<file path="src/inc/eia_defs.vh">
`ifndef EIA_DEFS_VH
`define EIA_DEFS_VH

// Register byte offsets on the plain register port.
`define EIA_OFF_PKCAL      8'h6b
`define EIA_OFF_ENH        8'h6c
`define EIA_OFF_IDATA_LO   8'h1c
`define EIA_OFF_IDATA_HI   8'h1d
`define EIA_OFF_IADDR      8'h1e
`define EIA_OFF_STATUS     8'h1f
`define EIA_OFF_IRQ        8'h14
`define EIA_OFF_RELAY      8'h20
`define EIA_OFF_EXTERNAL_BATTERY_SELECT     8'h21

// Reset values.
`define EIA_RST_PKCAL      4'h8
`define EIA_RST_ENH        8'h00

// Enhancement enable field positions.
`define EIA_ENH_PROGRAMMED_CURRENT_LIMIT       7
`define EIA_ENH_FSK        6
`define EIA_ENH_CONVERTER_SPEEDUP_EN       5
`define EIA_ENH_IMPEDANCE_REF_DISABLE      4
`define EIA_ENH_BATTERY_SWITCH_DEBOUNCE_EN       3
`define EIA_ENH_VOLTAGE_LOOP_CLOSURE_EN       2
`define EIA_ENH_CONVERTER_SQUELCH_EN      1
`define EIA_ENH_HYST       0

// Indirect addresses used by the enhancements.
`define EIA_IND_FSK_FIRST  8'h63
`define EIA_IND_FSK_LAST   8'h68
`define EIA_IND_HYST_HI    8'h1c
`define EIA_IND_HYST_LO    8'h2b

// Timing figures.
`define EIA_CLK_HZ         50000000
`define EIA_UPD_HZ         16000
`define EIA_UPD_CYC        (`EIA_CLK_HZ / `EIA_UPD_HZ)
`define EIA_TG_SLOW_HZ     8000
`define EIA_TG_FAST_HZ     24000
`define EIA_TG_SLOW_CYC    (`EIA_CLK_HZ / `EIA_TG_SLOW_HZ)
`define EIA_TG_FAST_CYC    (`EIA_CLK_HZ / `EIA_TG_FAST_HZ)
`define EIA_DEB_MS         60
`define EIA_DEB_CYC        (`EIA_CLK_HZ / 1000 * `EIA_DEB_MS)
`define EIA_BOOST_MA       8'd41

`endif

</file>
<file path="src/design/eia_enhancement_and_indirect_access.v">
`timescale 1ns/1ps
`default_nettype none
`include "eia_defs.vh"

module eia_enhancement_and_indirect_access #(
    parameter integer IND_DEPTH = 256,
    parameter integer IND_AW    = 8,
    parameter integer DEB_CYC   = `EIA_DEB_CYC
) (
    input  wire        ref_clk_i,
    input  wire        rst_b_i,
    input  wire [7:0]  reg_addr_i,
    input  wire [7:0]  reg_wdata_i,
    input  wire        reg_wr_i,
    input  wire        reg_rd_i,
    output reg  [7:0]  reg_rdata_o,
    input  wire        ring_burst_end_i,
    input  wire [7:0]  programmed_current_limit_i,
    input  wire        battery_switch_req_i,
    input  wire        loop_v_closed_i,
    input  wire        loop_i_above_hi_i,
    input  wire        loop_i_above_lo_i,
    input  wire        loop_i_closed_i,
    output reg  [7:0]  current_limit_o,
    output reg         tone_gen_one_tick_o,
    output reg         fsk_regs_sel_o,
    output reg         fine_cadence_o,
    output reg         converter_multi_thr_o,
    output reg         impedance_ref_disable_o,
    output reg         battery_switch_o,
    output reg         loop_closed_o,
    output reg         converter_squelch_o,
    output reg  [15:0] tone_gen_one_freq_o,
    output reg         indirect_done_irq_o,
    output reg         indirect_pending_flag_o
);
    // Transfer state, one-hot.
    localparam [2:0] ST_IDLE = 3'b001;
    localparam [2:0] ST_WR   = 3'b010;
    localparam [2:0] ST_RD   = 3'b100;

    reg [7:0]  enhancement_enable;
    reg [3:0]  peak_monitor_cal_value;
    reg [15:0] indirect_data_reg;
    reg [7:0]  indirect_address_reg;
    reg        relay_mode_bit;
    reg        external_battery_select;
    reg        data_written;
    reg [2:0]  state;
    reg [15:0] ind_mem [0:IND_DEPTH-1];
    reg        ring_boost;
    reg [31:0] deb_count;
    reg        bat_sync_a;
    reg        bat_sync_b;
    reg        hyst_state;
    reg [7:0]  next_rdata;

    wire upd_tick;
    wire tg_slow_tick;
    wire tg_fast_tick;
    wire fsk_active = enhancement_enable[`EIA_ENH_FSK] & relay_mode_bit;
    wire fsk_change = fsk_active ^ fsk_regs_sel_o;
    wire [IND_AW-1:0] ind_idx = indirect_address_reg[IND_AW-1:0];

    eia_tick_div #(.PERIOD(`EIA_UPD_CYC)) u_upd_div (
        .ref_clk_i (ref_clk_i),
        .rst_b_i   (rst_b_i),
        .restart_i (1'b0),
        .tick_o    (upd_tick)
    );

    eia_tick_div #(.PERIOD(`EIA_TG_SLOW_CYC)) u_tg_slow (
        .ref_clk_i (ref_clk_i),
        .rst_b_i   (rst_b_i),
        .restart_i (fsk_change),
        .tick_o    (tg_slow_tick)
    );

    eia_tick_div #(.PERIOD(`EIA_TG_FAST_CYC)) u_tg_fast (
        .ref_clk_i (ref_clk_i),
        .rst_b_i   (rst_b_i),
        .restart_i (fsk_change),
        .tick_o    (tg_fast_tick)
    );

    // Register writes and the indirect transfer engine share one process.
    // A new address write while a transfer waits replaces it; software should not do that.
    always @(posedge ref_clk_i or negedge rst_b_i) begin
        if (!rst_b_i) begin
            enhancement_enable      <= `EIA_RST_ENH;
            peak_monitor_cal_value  <= `EIA_RST_PKCAL;
            indirect_data_reg       <= 16'h0000;
            indirect_address_reg    <= 8'h00;
            relay_mode_bit          <= 1'b0;
            external_battery_select <= 1'b0;
            data_written            <= 1'b0;
            state                   <= ST_IDLE;
            indirect_pending_flag_o <= 1'b0;
            indirect_done_irq_o     <= 1'b0;
        end else begin
            if (reg_wr_i) begin
                case (reg_addr_i)
                    `EIA_OFF_PKCAL: begin
                        peak_monitor_cal_value <= reg_wdata_i[3:0];
                    end
                    `EIA_OFF_ENH: begin
                        enhancement_enable <= reg_wdata_i;
                    end
                    `EIA_OFF_IDATA_LO: begin
                        indirect_data_reg[7:0] <= reg_wdata_i;
                        data_written           <= 1'b1;
                    end
                    `EIA_OFF_IDATA_HI: begin
                        indirect_data_reg[15:8] <= reg_wdata_i;
                        data_written            <= 1'b1;
                    end
                    `EIA_OFF_IADDR: begin
                        indirect_address_reg    <= reg_wdata_i;
                        data_written            <= 1'b0;
                        indirect_pending_flag_o <= 1'b1;
                        state <= data_written ? ST_WR : ST_RD;
                    end
                    `EIA_OFF_RELAY: begin
                        relay_mode_bit <= reg_wdata_i[0];
                    end
                    `EIA_OFF_EXTERNAL_BATTERY_SELECT: begin
                        external_battery_select <= reg_wdata_i[0];
                    end
                    default: begin
                    end
                endcase
            end
            // Service only on the update tick; an address write in the same cycle wins.
            if (upd_tick && !(reg_wr_i && reg_addr_i == `EIA_OFF_IADDR)) begin
                case (state)
                    ST_WR: begin
                        state                   <= ST_IDLE;
                        indirect_pending_flag_o <= 1'b0;
                    end
                    ST_RD: begin
                        indirect_data_reg       <= ind_mem[ind_idx];
                        state                   <= ST_IDLE;
                        indirect_pending_flag_o <= 1'b0;
                    end
                    ST_IDLE: begin
                    end
                    default: begin
                        state <= ST_IDLE;
                    end
                endcase
            end
            // Done flag: completion sets it and wins over a write-one clear.
            if (upd_tick && state != ST_IDLE && !(reg_wr_i && reg_addr_i == `EIA_OFF_IADDR)) begin
                indirect_done_irq_o <= 1'b1;
            end else if (reg_wr_i && reg_addr_i == `EIA_OFF_IRQ && reg_wdata_i[0]) begin
                indirect_done_irq_o <= 1'b0;
            end
        end
    end

    // Indirect memory has no reset, so its contents are undefined until written.
    always @(posedge ref_clk_i) begin
        if (upd_tick && state == ST_WR && !(reg_wr_i && reg_addr_i == `EIA_OFF_IADDR)) begin
            ind_mem[ind_idx] <= indirect_data_reg;
        end
    end

    // Read data mux; unmapped addresses read zero.
    always @* begin
        next_rdata = 8'h00;
        case (reg_addr_i)
            `EIA_OFF_PKCAL:    next_rdata = {4'h0, peak_monitor_cal_value};
            `EIA_OFF_ENH:      next_rdata = enhancement_enable;
            `EIA_OFF_IDATA_LO: next_rdata = indirect_data_reg[7:0];
            `EIA_OFF_IDATA_HI: next_rdata = indirect_data_reg[15:8];
            `EIA_OFF_IADDR:    next_rdata = indirect_address_reg;
            `EIA_OFF_STATUS:   next_rdata = {7'h00, indirect_pending_flag_o};
            `EIA_OFF_IRQ:      next_rdata = {7'h00, indirect_done_irq_o};
            `EIA_OFF_RELAY:    next_rdata = {7'h00, relay_mode_bit};
            `EIA_OFF_EXTERNAL_BATTERY_SELECT:   next_rdata = {7'h00, external_battery_select};
            default:           next_rdata = 8'h00;
        endcase
    end

    // Read data stands only in the cycle after the strobe.
    always @(posedge ref_clk_i or negedge rst_b_i) begin
        if (!rst_b_i) begin
            reg_rdata_o <= 8'h00;
        end else if (reg_rd_i) begin
            reg_rdata_o <= next_rdata;
        end else begin
            reg_rdata_o <= 8'h00;
        end
    end

    // Boost holds from ring burst end until the boost bit is cleared; other writes leave it set.
    always @(posedge ref_clk_i or negedge rst_b_i) begin
        if (!rst_b_i) begin
            ring_boost      <= 1'b0;
            current_limit_o <= 8'h00;
        end else begin
            if (!enhancement_enable[`EIA_ENH_PROGRAMMED_CURRENT_LIMIT]) begin
                ring_boost <= 1'b0;
            end else if (ring_burst_end_i) begin
                ring_boost <= 1'b1;
            end
            current_limit_o <= ring_boost ? `EIA_BOOST_MA : programmed_current_limit_i;
        end
    end

    // Battery switch request comes from the analog side, so it is synchronised first.
    always @(posedge ref_clk_i or negedge rst_b_i) begin
        if (!rst_b_i) begin
            bat_sync_a       <= 1'b0;
            bat_sync_b       <= 1'b0;
            deb_count        <= 32'h0000_0000;
            battery_switch_o <= 1'b0;
        end else begin
            bat_sync_a <= battery_switch_req_i;
            bat_sync_b <= bat_sync_a;
            if (!(enhancement_enable[`EIA_ENH_BATTERY_SWITCH_DEBOUNCE_EN] && external_battery_select)) begin
                deb_count        <= 32'h0000_0000;
                battery_switch_o <= bat_sync_b;
            end else if (bat_sync_b == battery_switch_o) begin
                deb_count <= 32'h0000_0000;
            end else if (deb_count == DEB_CYC - 1) begin
                deb_count        <= 32'h0000_0000;
                battery_switch_o <= bat_sync_b;
            end else begin
                deb_count <= deb_count + 32'h0000_0001;
            end
        end
    end

    // Loop closure: voltage or current, the latter with optional hysteresis.
    // Thresholds themselves live in indirect words 28 and 43; no port here carries them to the analog comparators.
    always @(posedge ref_clk_i or negedge rst_b_i) begin
        if (!rst_b_i) begin
            hyst_state    <= 1'b0;
            loop_closed_o <= 1'b0;
        end else begin
            if (loop_i_above_hi_i) begin
                hyst_state <= 1'b1;
            end else if (!loop_i_above_lo_i) begin
                hyst_state <= 1'b0;
            end
            if (enhancement_enable[`EIA_ENH_VOLTAGE_LOOP_CLOSURE_EN]) begin
                loop_closed_o <= loop_v_closed_i;
            end else if (enhancement_enable[`EIA_ENH_HYST]) begin
                loop_closed_o <= hyst_state;
            end else begin
                loop_closed_o <= loop_i_closed_i;
            end
        end
    end

    // Registered steering outputs toward the analog and tone blocks.
    always @(posedge ref_clk_i or negedge rst_b_i) begin
        if (!rst_b_i) begin
            tone_gen_one_tick_o     <= 1'b0;
            fsk_regs_sel_o          <= 1'b0;
            fine_cadence_o          <= 1'b0;
            converter_multi_thr_o   <= 1'b0;
            impedance_ref_disable_o <= 1'b0;
            converter_squelch_o     <= 1'b0;
        end else begin
            // A rate change drops a stale tick of the newly chosen divider, so no runt period appears.
            tone_gen_one_tick_o     <= fsk_change ? 1'b0 : (fsk_active ? tg_fast_tick : tg_slow_tick);
            fsk_regs_sel_o          <= fsk_active;
            fine_cadence_o          <= fsk_active;
            converter_multi_thr_o   <= enhancement_enable[`EIA_ENH_CONVERTER_SPEEDUP_EN];
            impedance_ref_disable_o <= enhancement_enable[`EIA_ENH_IMPEDANCE_REF_DISABLE];
            converter_squelch_o     <= enhancement_enable[`EIA_ENH_CONVERTER_SQUELCH_EN];
        end
    end

    // Oscillator one frequency word: FSK set or normal set, read on every tone tick, pending transfer or not.
    always @(posedge ref_clk_i or negedge rst_b_i) begin
        if (!rst_b_i) begin
            tone_gen_one_freq_o <= 16'h0000;
        end else if (tone_gen_one_tick_o) begin
            tone_gen_one_freq_o <= fsk_regs_sel_o ? ind_mem[`EIA_IND_FSK_FIRST] : ind_mem[0];
        end
    end
endmodule

`default_nettype wire

</file>
<file path="src/design/eia_tick_div.v">
`timescale 1ns/1ps
`default_nettype none

module eia_tick_div #(
    parameter integer PERIOD = 3125
) (
    input  wire ref_clk_i,
    input  wire rst_b_i,
    input  wire restart_i,
    output reg  tick_o
);
    reg [31:0] count;

    // Free running divider; a restart realigns the phase when the rate changes.
    always @(posedge ref_clk_i or negedge rst_b_i) begin
        if (!rst_b_i) begin
            count  <= 32'h0000_0000;
            tick_o <= 1'b0;
        end else if (restart_i) begin
            count  <= 32'h0000_0000;
            tick_o <= 1'b0;
        end else if (count == PERIOD - 1) begin
            count  <= 32'h0000_0000;
            tick_o <= 1'b1;
        end else begin
            count  <= count + 32'h0000_0001;
            tick_o <= 1'b0;
        end
    end
endmodule

`default_nettype wire

</file>
<file path="config.mk">
export PLATFORM = sky130hd
export DESIGN_NAME = eia_enhancement_and_indirect_access
export DESIGN_NICKNAME = d
export VERILOG_FILES = /design/src/design/eia_enhancement_and_indirect_access.v /design/src/design/eia_tick_div.v
export VERILOG_INCLUDE_DIRS = /design/src /design/src/inc
export SDC_FILE = /design/constraint.sdc
export NUM_CORES = 2
export LEC_CHECK = 0
export ABC_AREA = 0
export BUFFER_PORTS_ARGS = -buffer_cell sky130_fd_sc_hd__buf_2
export CAP_MARGIN = 25
export CORE_MARGIN = 5
export CORE_UTILIZATION = 55
export CTS_BUF_LIST = sky130_fd_sc_hd__clkbuf_4 sky130_fd_sc_hd__clkbuf_8
export CTS_CLUSTER_DIAMETER = 120
export CTS_CLUSTER_SIZE = 16
export DETAILED_ROUTE_END_ITERATION = 12
export PLACE_DENSITY = 0.8
export SKIP_LAST_GASP = 1
export SYNTH_ARGS = -nofsm -noshare
export SYNTH_HDL_FRONTEND = slang
export SYNTH_SLANG_ARGS = --single-unit
</file>
<file path="constraint.sdc">
create_clock -name ref_clk_i -period 12.06 [get_ports ref_clk_i]
set_input_delay 0.603 -clock ref_clk_i [delete_from_list [all_inputs] [get_ports ref_clk_i]]
set_output_delay 0.603 -clock ref_clk_i [all_outputs]
set_load 0.005 [all_outputs]
</file>
# After elaboration in Yosys (flattened, before gate mapping)
# Memories as Yosys holds them, arrays and structs flattened.
# Index checks and enable logic that the tools add are counted.
totals:
  regBits: 218
  in_bits: 34
  elab_cells: 128
  ram_bits: 4096
  n_memories: 1
  out_inout_bits: 42
classes:
  n_bitwise: 2
  eq_ne: 22
  n_addsub: 4
  n_mux: 47
  reduce_logical: 21
memory_table:
  columns: ["memory", "words", "width", "read_ports", "rd_clocked_by_memory_dff", "wr", "line", "rtl"]
  rows:
  - ["ind_mem", 256, 16, 3, 0, 1, "eia_enhancement_and_indirect_access.v:50", "reg [15:0] ind_mem [0:IND_DEPTH-1];"]
op_table:
  columns: ["op", "n"]
  rows:
  - ["2-to-1 mux 32 bit", 8]
  - ["adder 32 x 1 -> 32 bit (second input constant)", 4]
  - ["one-hot mux 8 bit (9 select lines)", 1]
  - ["== test 32 x 12 -> 1 bit (second input constant)", 2]
  - ["2-to-1 mux 16 bit", 4]
  - ["== test 8 x 5 -> 1 bit (second input constant)", 5]
  - ["== test 32 x 13 -> 1 bit (second input constant)", 1]
  - ["== test 32 x 22 -> 1 bit (second input constant)", 1]
  - ["2-to-1 mux 8 bit", 4]
  - ["2-to-1 mux 1 bit", 24]
  - ["== test 8 x 6 -> 1 bit (second input constant)", 2]
  - ["== test 8 x 7 -> 1 bit (second input constant)", 2]
  - ["2-to-1 mux 3 bit", 5]
  - ["AND reduction 2 bit", 7]
  - ["logical AND 1 bit", 9]
  - ["!= test 2 bit (second input constant)", 3]
  - ["nonzero test 2 bit", 2]
  - ["OR reduction 2 bit", 2]
  - ["== test 3 x 1 -> 1 bit (second input constant)", 1]
  - ["== test 3 x 2 -> 1 bit (second input constant)", 1]
  - ["== test 3 bit (second input constant)", 1]
  - ["!= test 3 x 1 -> 1 bit (second input constant)", 1]
  - ["!= test 2 x 1 -> 1 bit (second input constant)", 1]
  - ["one-hot mux 1 bit (2 select lines)", 1]
  - ["other kinds (4)", 4]

# Logic depth before layout (Yosys ltp)
logic_depth:
  ltp_word: 6
  depth_mapped: 13
  mapped_depth_nobuf: 8

# Cells and area by module
# Synthesis repeated with hierarchy kept, for this count alone.
unflattened:
  cells_unflattened: 7971
  area_unflattened_um2: 167929.8
by_module_without_submodules:
  columns: ["mod", "seq_area_each_um2", "area_each_um2", "cells_each", "instances"]
  rows:
  - ["eia_enhancement_and_indirect_access", 125978.3, 162585.9, 7417, 1]
  - ["eia_tick_div (u_upd_div)", 825.8, 1799.2, 185, 1]
  - ["eia_tick_div (u_tg_fast)", 825.8, 1780.5, 189, 1]
  - ["eia_tick_div (u_tg_slow)", 825.8, 1764.2, 180, 1]

# Worst setup path after synthesis
# OpenSTA, ideal clock, no wires.
synth_timing:
  path_kind: "register to register"
  from: "register indirect_data_reg[2]"
  to: "register reg_rdata_o[2]"
  setup_ps: 88
  n_path_buf: 0
  slack_ps: 8045
  path_stages_with_launch: 3
  required_ps: 11972
  arrival_ps: 3927
  synth_period_minus_slack_ps: 4015
  cell_sequence: "dfrtp_1 > a222oi_1 > a21oi_1"
synth_between:
  elab_chain_len: 2
synth_rtl:
  columns: ["item", "line", "rtl"]
  rows:
  - ["from (decl)", "eia_enhancement_and_indirect_access.v:44", "reg [15:0] indirect_data_reg;"]
  - ["from (signal assigned)", "eia_enhancement_and_indirect_access.v:110", "indirect_data_reg[7:0] <= reg_wdata_i;"]
  - ["from (signal assigned)", "eia_enhancement_and_indirect_access.v:141", "indirect_data_reg <= ind_mem[ind_idx];"]
  - ["one-hot mux 8 bit (9 select lines)", "eia_enhancement_and_indirect_access.v:171", "case (reg_addr_i)"]
  - ["2-to-1 mux 8 bit", "eia_enhancement_and_indirect_access.v:189", "end else if (reg_rd_i) begin"]
  - ["to (signal assigned)", "eia_enhancement_and_indirect_access.v:190", "reg_rdata_o <= next_rdata;"]
  - ["to (decl)", "eia_enhancement_and_indirect_access.v:16", "output reg [7:0] reg_rdata_o,"]
# Every way passes these cells.
# A chain may end at the register's enable or synchronous reset.

# Final worst setup path
layout_timing:
  from: "register indirect_address_reg[0] (netlist: ind_idx[0])"
  to: "register indirect_data_reg[2]"
layout_between:
  elab_chain_len: 3
layout_rtl:
  columns: ["item", "line", "rtl"]
  rows:
  - ["from (decl)", "eia_enhancement_and_indirect_access.v:45", "reg [7:0] indirect_address_reg;"]
  - ["from (signal assigned)", "eia_enhancement_and_indirect_access.v:118", "indirect_address_reg <= reg_wdata_i;"]
  - ["memory (256 x 16 bit)", null, null]
  - ["2-to-1 mux 16 bit", "eia_enhancement_and_indirect_access.v:135", "case (state)"]
  - ["2-to-1 mux 16 bit", "eia_enhancement_and_indirect_access.v:134", "if (upd_tick && !(reg_wr_i && reg_addr_i == `EIA_OFF_IADDR)) begin"]
# Every way passes these cells.

==> impl_metrics.toml <==
[clock_network]
cts_tree = "yes"
root_buffer = "clkbuf_8"
h-tree-depth = 5
ctsHoldBuffers = 34
clk_pin_slew_ns = 0.11
cts_max_path_buffers = 4
numCtsBuffers = 308
cts_resized = 0
post_cts_buffers = 0
worst_skew_pair.late_latency_ns = 1.13
cts_sinks = 4314

[grt]
grt_pass1_wl_um = 619000
grt.overflow.total = 0
antenna_found_initial = 27
track_usage_pct = 27.4
grt_max_degree = 203
grt_pass1_vias = 84400

[timing]
max_freq_mhz = 168
rsz0062_at_grt = "no"
setup_viol = 0
skew_ns = 0.0888
slew_headroom_pct = 20.3
fin_crit_sh_pct = 49.3
worst_pin_slew_ns = 1.20
fin_setup_tns_ns = 0
min_period_ns = 5.94
hold_viol_final = 0
slew_violations = 0

[logic_synthesis]
ys_async_sr_fraction_pct = 5.05
synthesis.area_mm2 = 0.167
synth_nets = 7838
synth_seq_area_share_pct = 76.9
synth_ff_type = "edfxtp_1"
yosys_warnings = 0
synth_edf_count = 4096
ys_ff_latch = 4314
synthCells = 7797
yosysUniqueCellTypes = 70
synth.avg_cell_area_um2 = 21.4

[layout]
top_register = "ind_mem"
fill_cells = 20000
stdcell_area_mm2 = 0.180
largest_reg_flops = 4096
area_growth_pct = 7.66
fin_nets = 8276
drive_gt1_share_pct = 25.7

[critical_path]
crit_buf_inv = 3
arrival_ns = 6.94
cp-start-kind = "register"
cpPeakStageDelay_ns = 1.01
cp-end-kind = "register"
crit_fanout = 39
critPathRequiredTime_ns = 13.06
worstSetupPathType = "reg2reg"
worstPathCellList = "buf_4 > buf_4 > buf_4 > mux4_2 > o22ai_1 > a211oi_1 > nand3_1 > nand4_1 > a2111oi_0 > a31oi_1"
cpMostUsedCell = "buf_4"
critPathSlowestCell = "dfrtp_4"
crit_family = "buffers and inverters"

[floorplan]
die_h_um = 561
std_cell_rows = 202
io-pin-count = 76
floorplan.die_area_mm2 = 0.315
initial_utilization_pct = 55.2
fp.coreArea_mm2 = 0.303
fp.dieW_um = 561

[detailed_routing]
antenna_left = 0
drc = 0
drt_iter0_drc = 14200
viasPerCell = 6.90
wl_per_cell_um = 35.3
drtPass1Iterations = 6
vias = 85100
wl_um = 435000

[power]
leakage_nw = 56.3
powerDensity_mw_per_mm2 = 139
vdd_drop_max_uv = 93.9

[hold_path]
hp-class = "in2async"

[placed_design]
placedInstanceArea_mm2 = 0.174
io_buffers = 75
finalWeightedCongestion = 0.882
hpwl_um = 263000

[outcome]
status = "complete, no violations"

[job]
drv_cap = 0
[cell usage in the layout (no fill, tap or decap), types with 16 or more instances in the layout]
| cell | netlist | layout |
|---|---|---|
| a31oi_1 | 21 | 21 |
| dfrtp_4 | 0 | 20 |
| and2_1 | 18 | 16 |
| dfrtp_1 | 216 | 193 |
| clkbuf_8 | 0 | 310 |
| and3_1 | 37 | 37 |
| nor2_1 | 428 | 410 |
| nor2_2 | 0 | 17 |
| xor2_1 | 59 | 59 |
| xnor2_1 | 56 | 56 |
| nor2b_1 | 34 | 25 |
| nand2_1 | 195 | 191 |
| nand3_1 | 124 | 121 |
| a211oi_1 | 39 | 39 |
| buf_4 | 54 | 408 |
| mux2_2 | 71 | 71 |
| dlygate4sd3_1 | 0 | 34 |
| clkbuf_4 | 0 | 87 |
| nor3_1 | 31 | 23 |
| buf_2 | 108 | 76 |
| mux4_2 | 1035 | 1035 |
| a22oi_1 | 115 | 115 |
| nor4_1 | 36 | 36 |
| a21oi_1 | 82 | 82 |
| a221oi_1 | 20 | 20 |
| edfxtp_1 | 4096 | 4096 |
| o22ai_1 | 114 | 114 |
| mux2i_1 | 269 | 269 |
| nand4_1 | 37 | 37 |
| o21ai_0 | 42 | 42 |
[per-layer routing]
| metal | part of all wire (%) | global-route usage (%) | up-vias |
|---|---|---|---|
| met3 | 15 | 8.37 | 1306 |
| met4 | 5.9 | 13.7 | 26 |
| met5 | 0.039 | 0 | - |
| li1 | - | - | 33100 |
| met1 | 33 | 36.7 | 43900 |
| met2 | 46 | 41.5 | 6854 |
[power by group]
group	switching, W	internal (W)
sequential	0.0000983	0.0164
clock	0.00450	0.00268
combinational	0.000861	0.000478
[path summary, 6_finish.rpt]
kind	from	endpoint	slack, ns	cells after the start
setup / recovery	ind_idx[0]$_DFFE_PN0P_	indirect_data_reg[2]$_DFF_PN0_	6.12	10
hold / removal	rst_b_i	current_limit_o[2]$_DFF_PN0_	0.15	2
setup reg to reg	ind_idx[0]$_DFFE_PN0P_	indirect_data_reg[2]$_DFF_PN0_	6.12	10
hold reg to reg	bat_sync_a$_DFF_PN0_	bat_sync_b$_DFF_PN0_	0.37	0
max in group asynchronous	rst_b_i	ind_idx[3]$_DFFE_PN0P_	9.68	4
min in group ref_clk_i	reg_addr_i[4]	reg_rdata_o[0]$_DFF_PN0_	0.15	5
[synth_stat cells, types with 10 or more instances]
cell type,number,area share (%)
nand4_1,37,0.14
buf_2,108,0.32
nand2b_1,10,0.037
a2111oi_0,17,0.089
nor2_1,428,0.96
buf_6,45,0.30
mux2i_1,269,1.6
nor2b_1,34,0.13
clkbuf_1,177,0.40
o22ai_1,114,0.43
buf_4,54,0.24
buf_1,41,0.092
or3_1,11,0.041
mux4_2,1035,14
and2_1,18,0.067
nand2_1,195,0.44
a31oi_1,21,0.079
inv_1,15,0.034
nand3_1,124,0.37
xnor2_1,56,0.29
and3_1,37,0.14
a22oi_1,115,0.52
a221oi_1,20,0.10
dfrtp_1,216,3.2
nor4_1,36,0.13
nor3_1,31,0.093
mux2_2,71,0.48
a211oi_1,39,0.18
edfxtp_1,4096,74
o21ai_0,42,0.13
xor2_1,59,0.31
a32oi_1,11,0.058
a22o_1,12,0.063
a21oi_1,82,0.25
[kinds of logic (layout without fill, tap and decap cells)]
logic type               Yosys count  after routing  share of synthesized area (%)
XOR/XNOR                         115            115                          0.603
flip-flops                      4314           4314                           76.9
AO/OA/AOI/OAI                    525            525                           2.15
AND/OR/NAND/NOR                 1017           1017                           2.82
other                              0             15                              0
multiplexers                    1375           1375                           16.0
buffers and inverters            444            996                           1.43
adder cells (fa/ha/maj)            7              7                         0.0524
[through the flow]
stage | worst slack (ns) | total power (W) | std cells | hold WS (ns) | util (%)
after detailed placement | 6.24 | 0.0181 | 11900 | 0.346 | 57.5
after global placement | 6.15 | 0.0181 | 11800 | 0.347 | 57.4
after CTS | 6.24 | 0.0250 | 12300 | 0.0733 | 59.3
after floorplan | 8.05 | 0.0176 | 7797 | 0.307 | -
after global routing | 5.87 | 0.0257 | 12300 | 0.157 | 59.4
final | 6.12 | 0.0250 | 12300 | 0.153 | 59.4
[cell type report]
class	instances	area, µm²	share of cell area, %
Tap cell	3978	4980	2.77
Clock inverter	27	339	0.189
Antenna cell	15	37.5	0.0209
Timing Repair Buffer	557	4590	2.55
Inverter	15	56.3	0.0313
Sequential cell	4314	129000	71.5
Multi-Input combinational cell	3039	36400	20.2
Clock buffer	397	4920	2.74
Note: power is estimated with default switching activity, not from simulation.
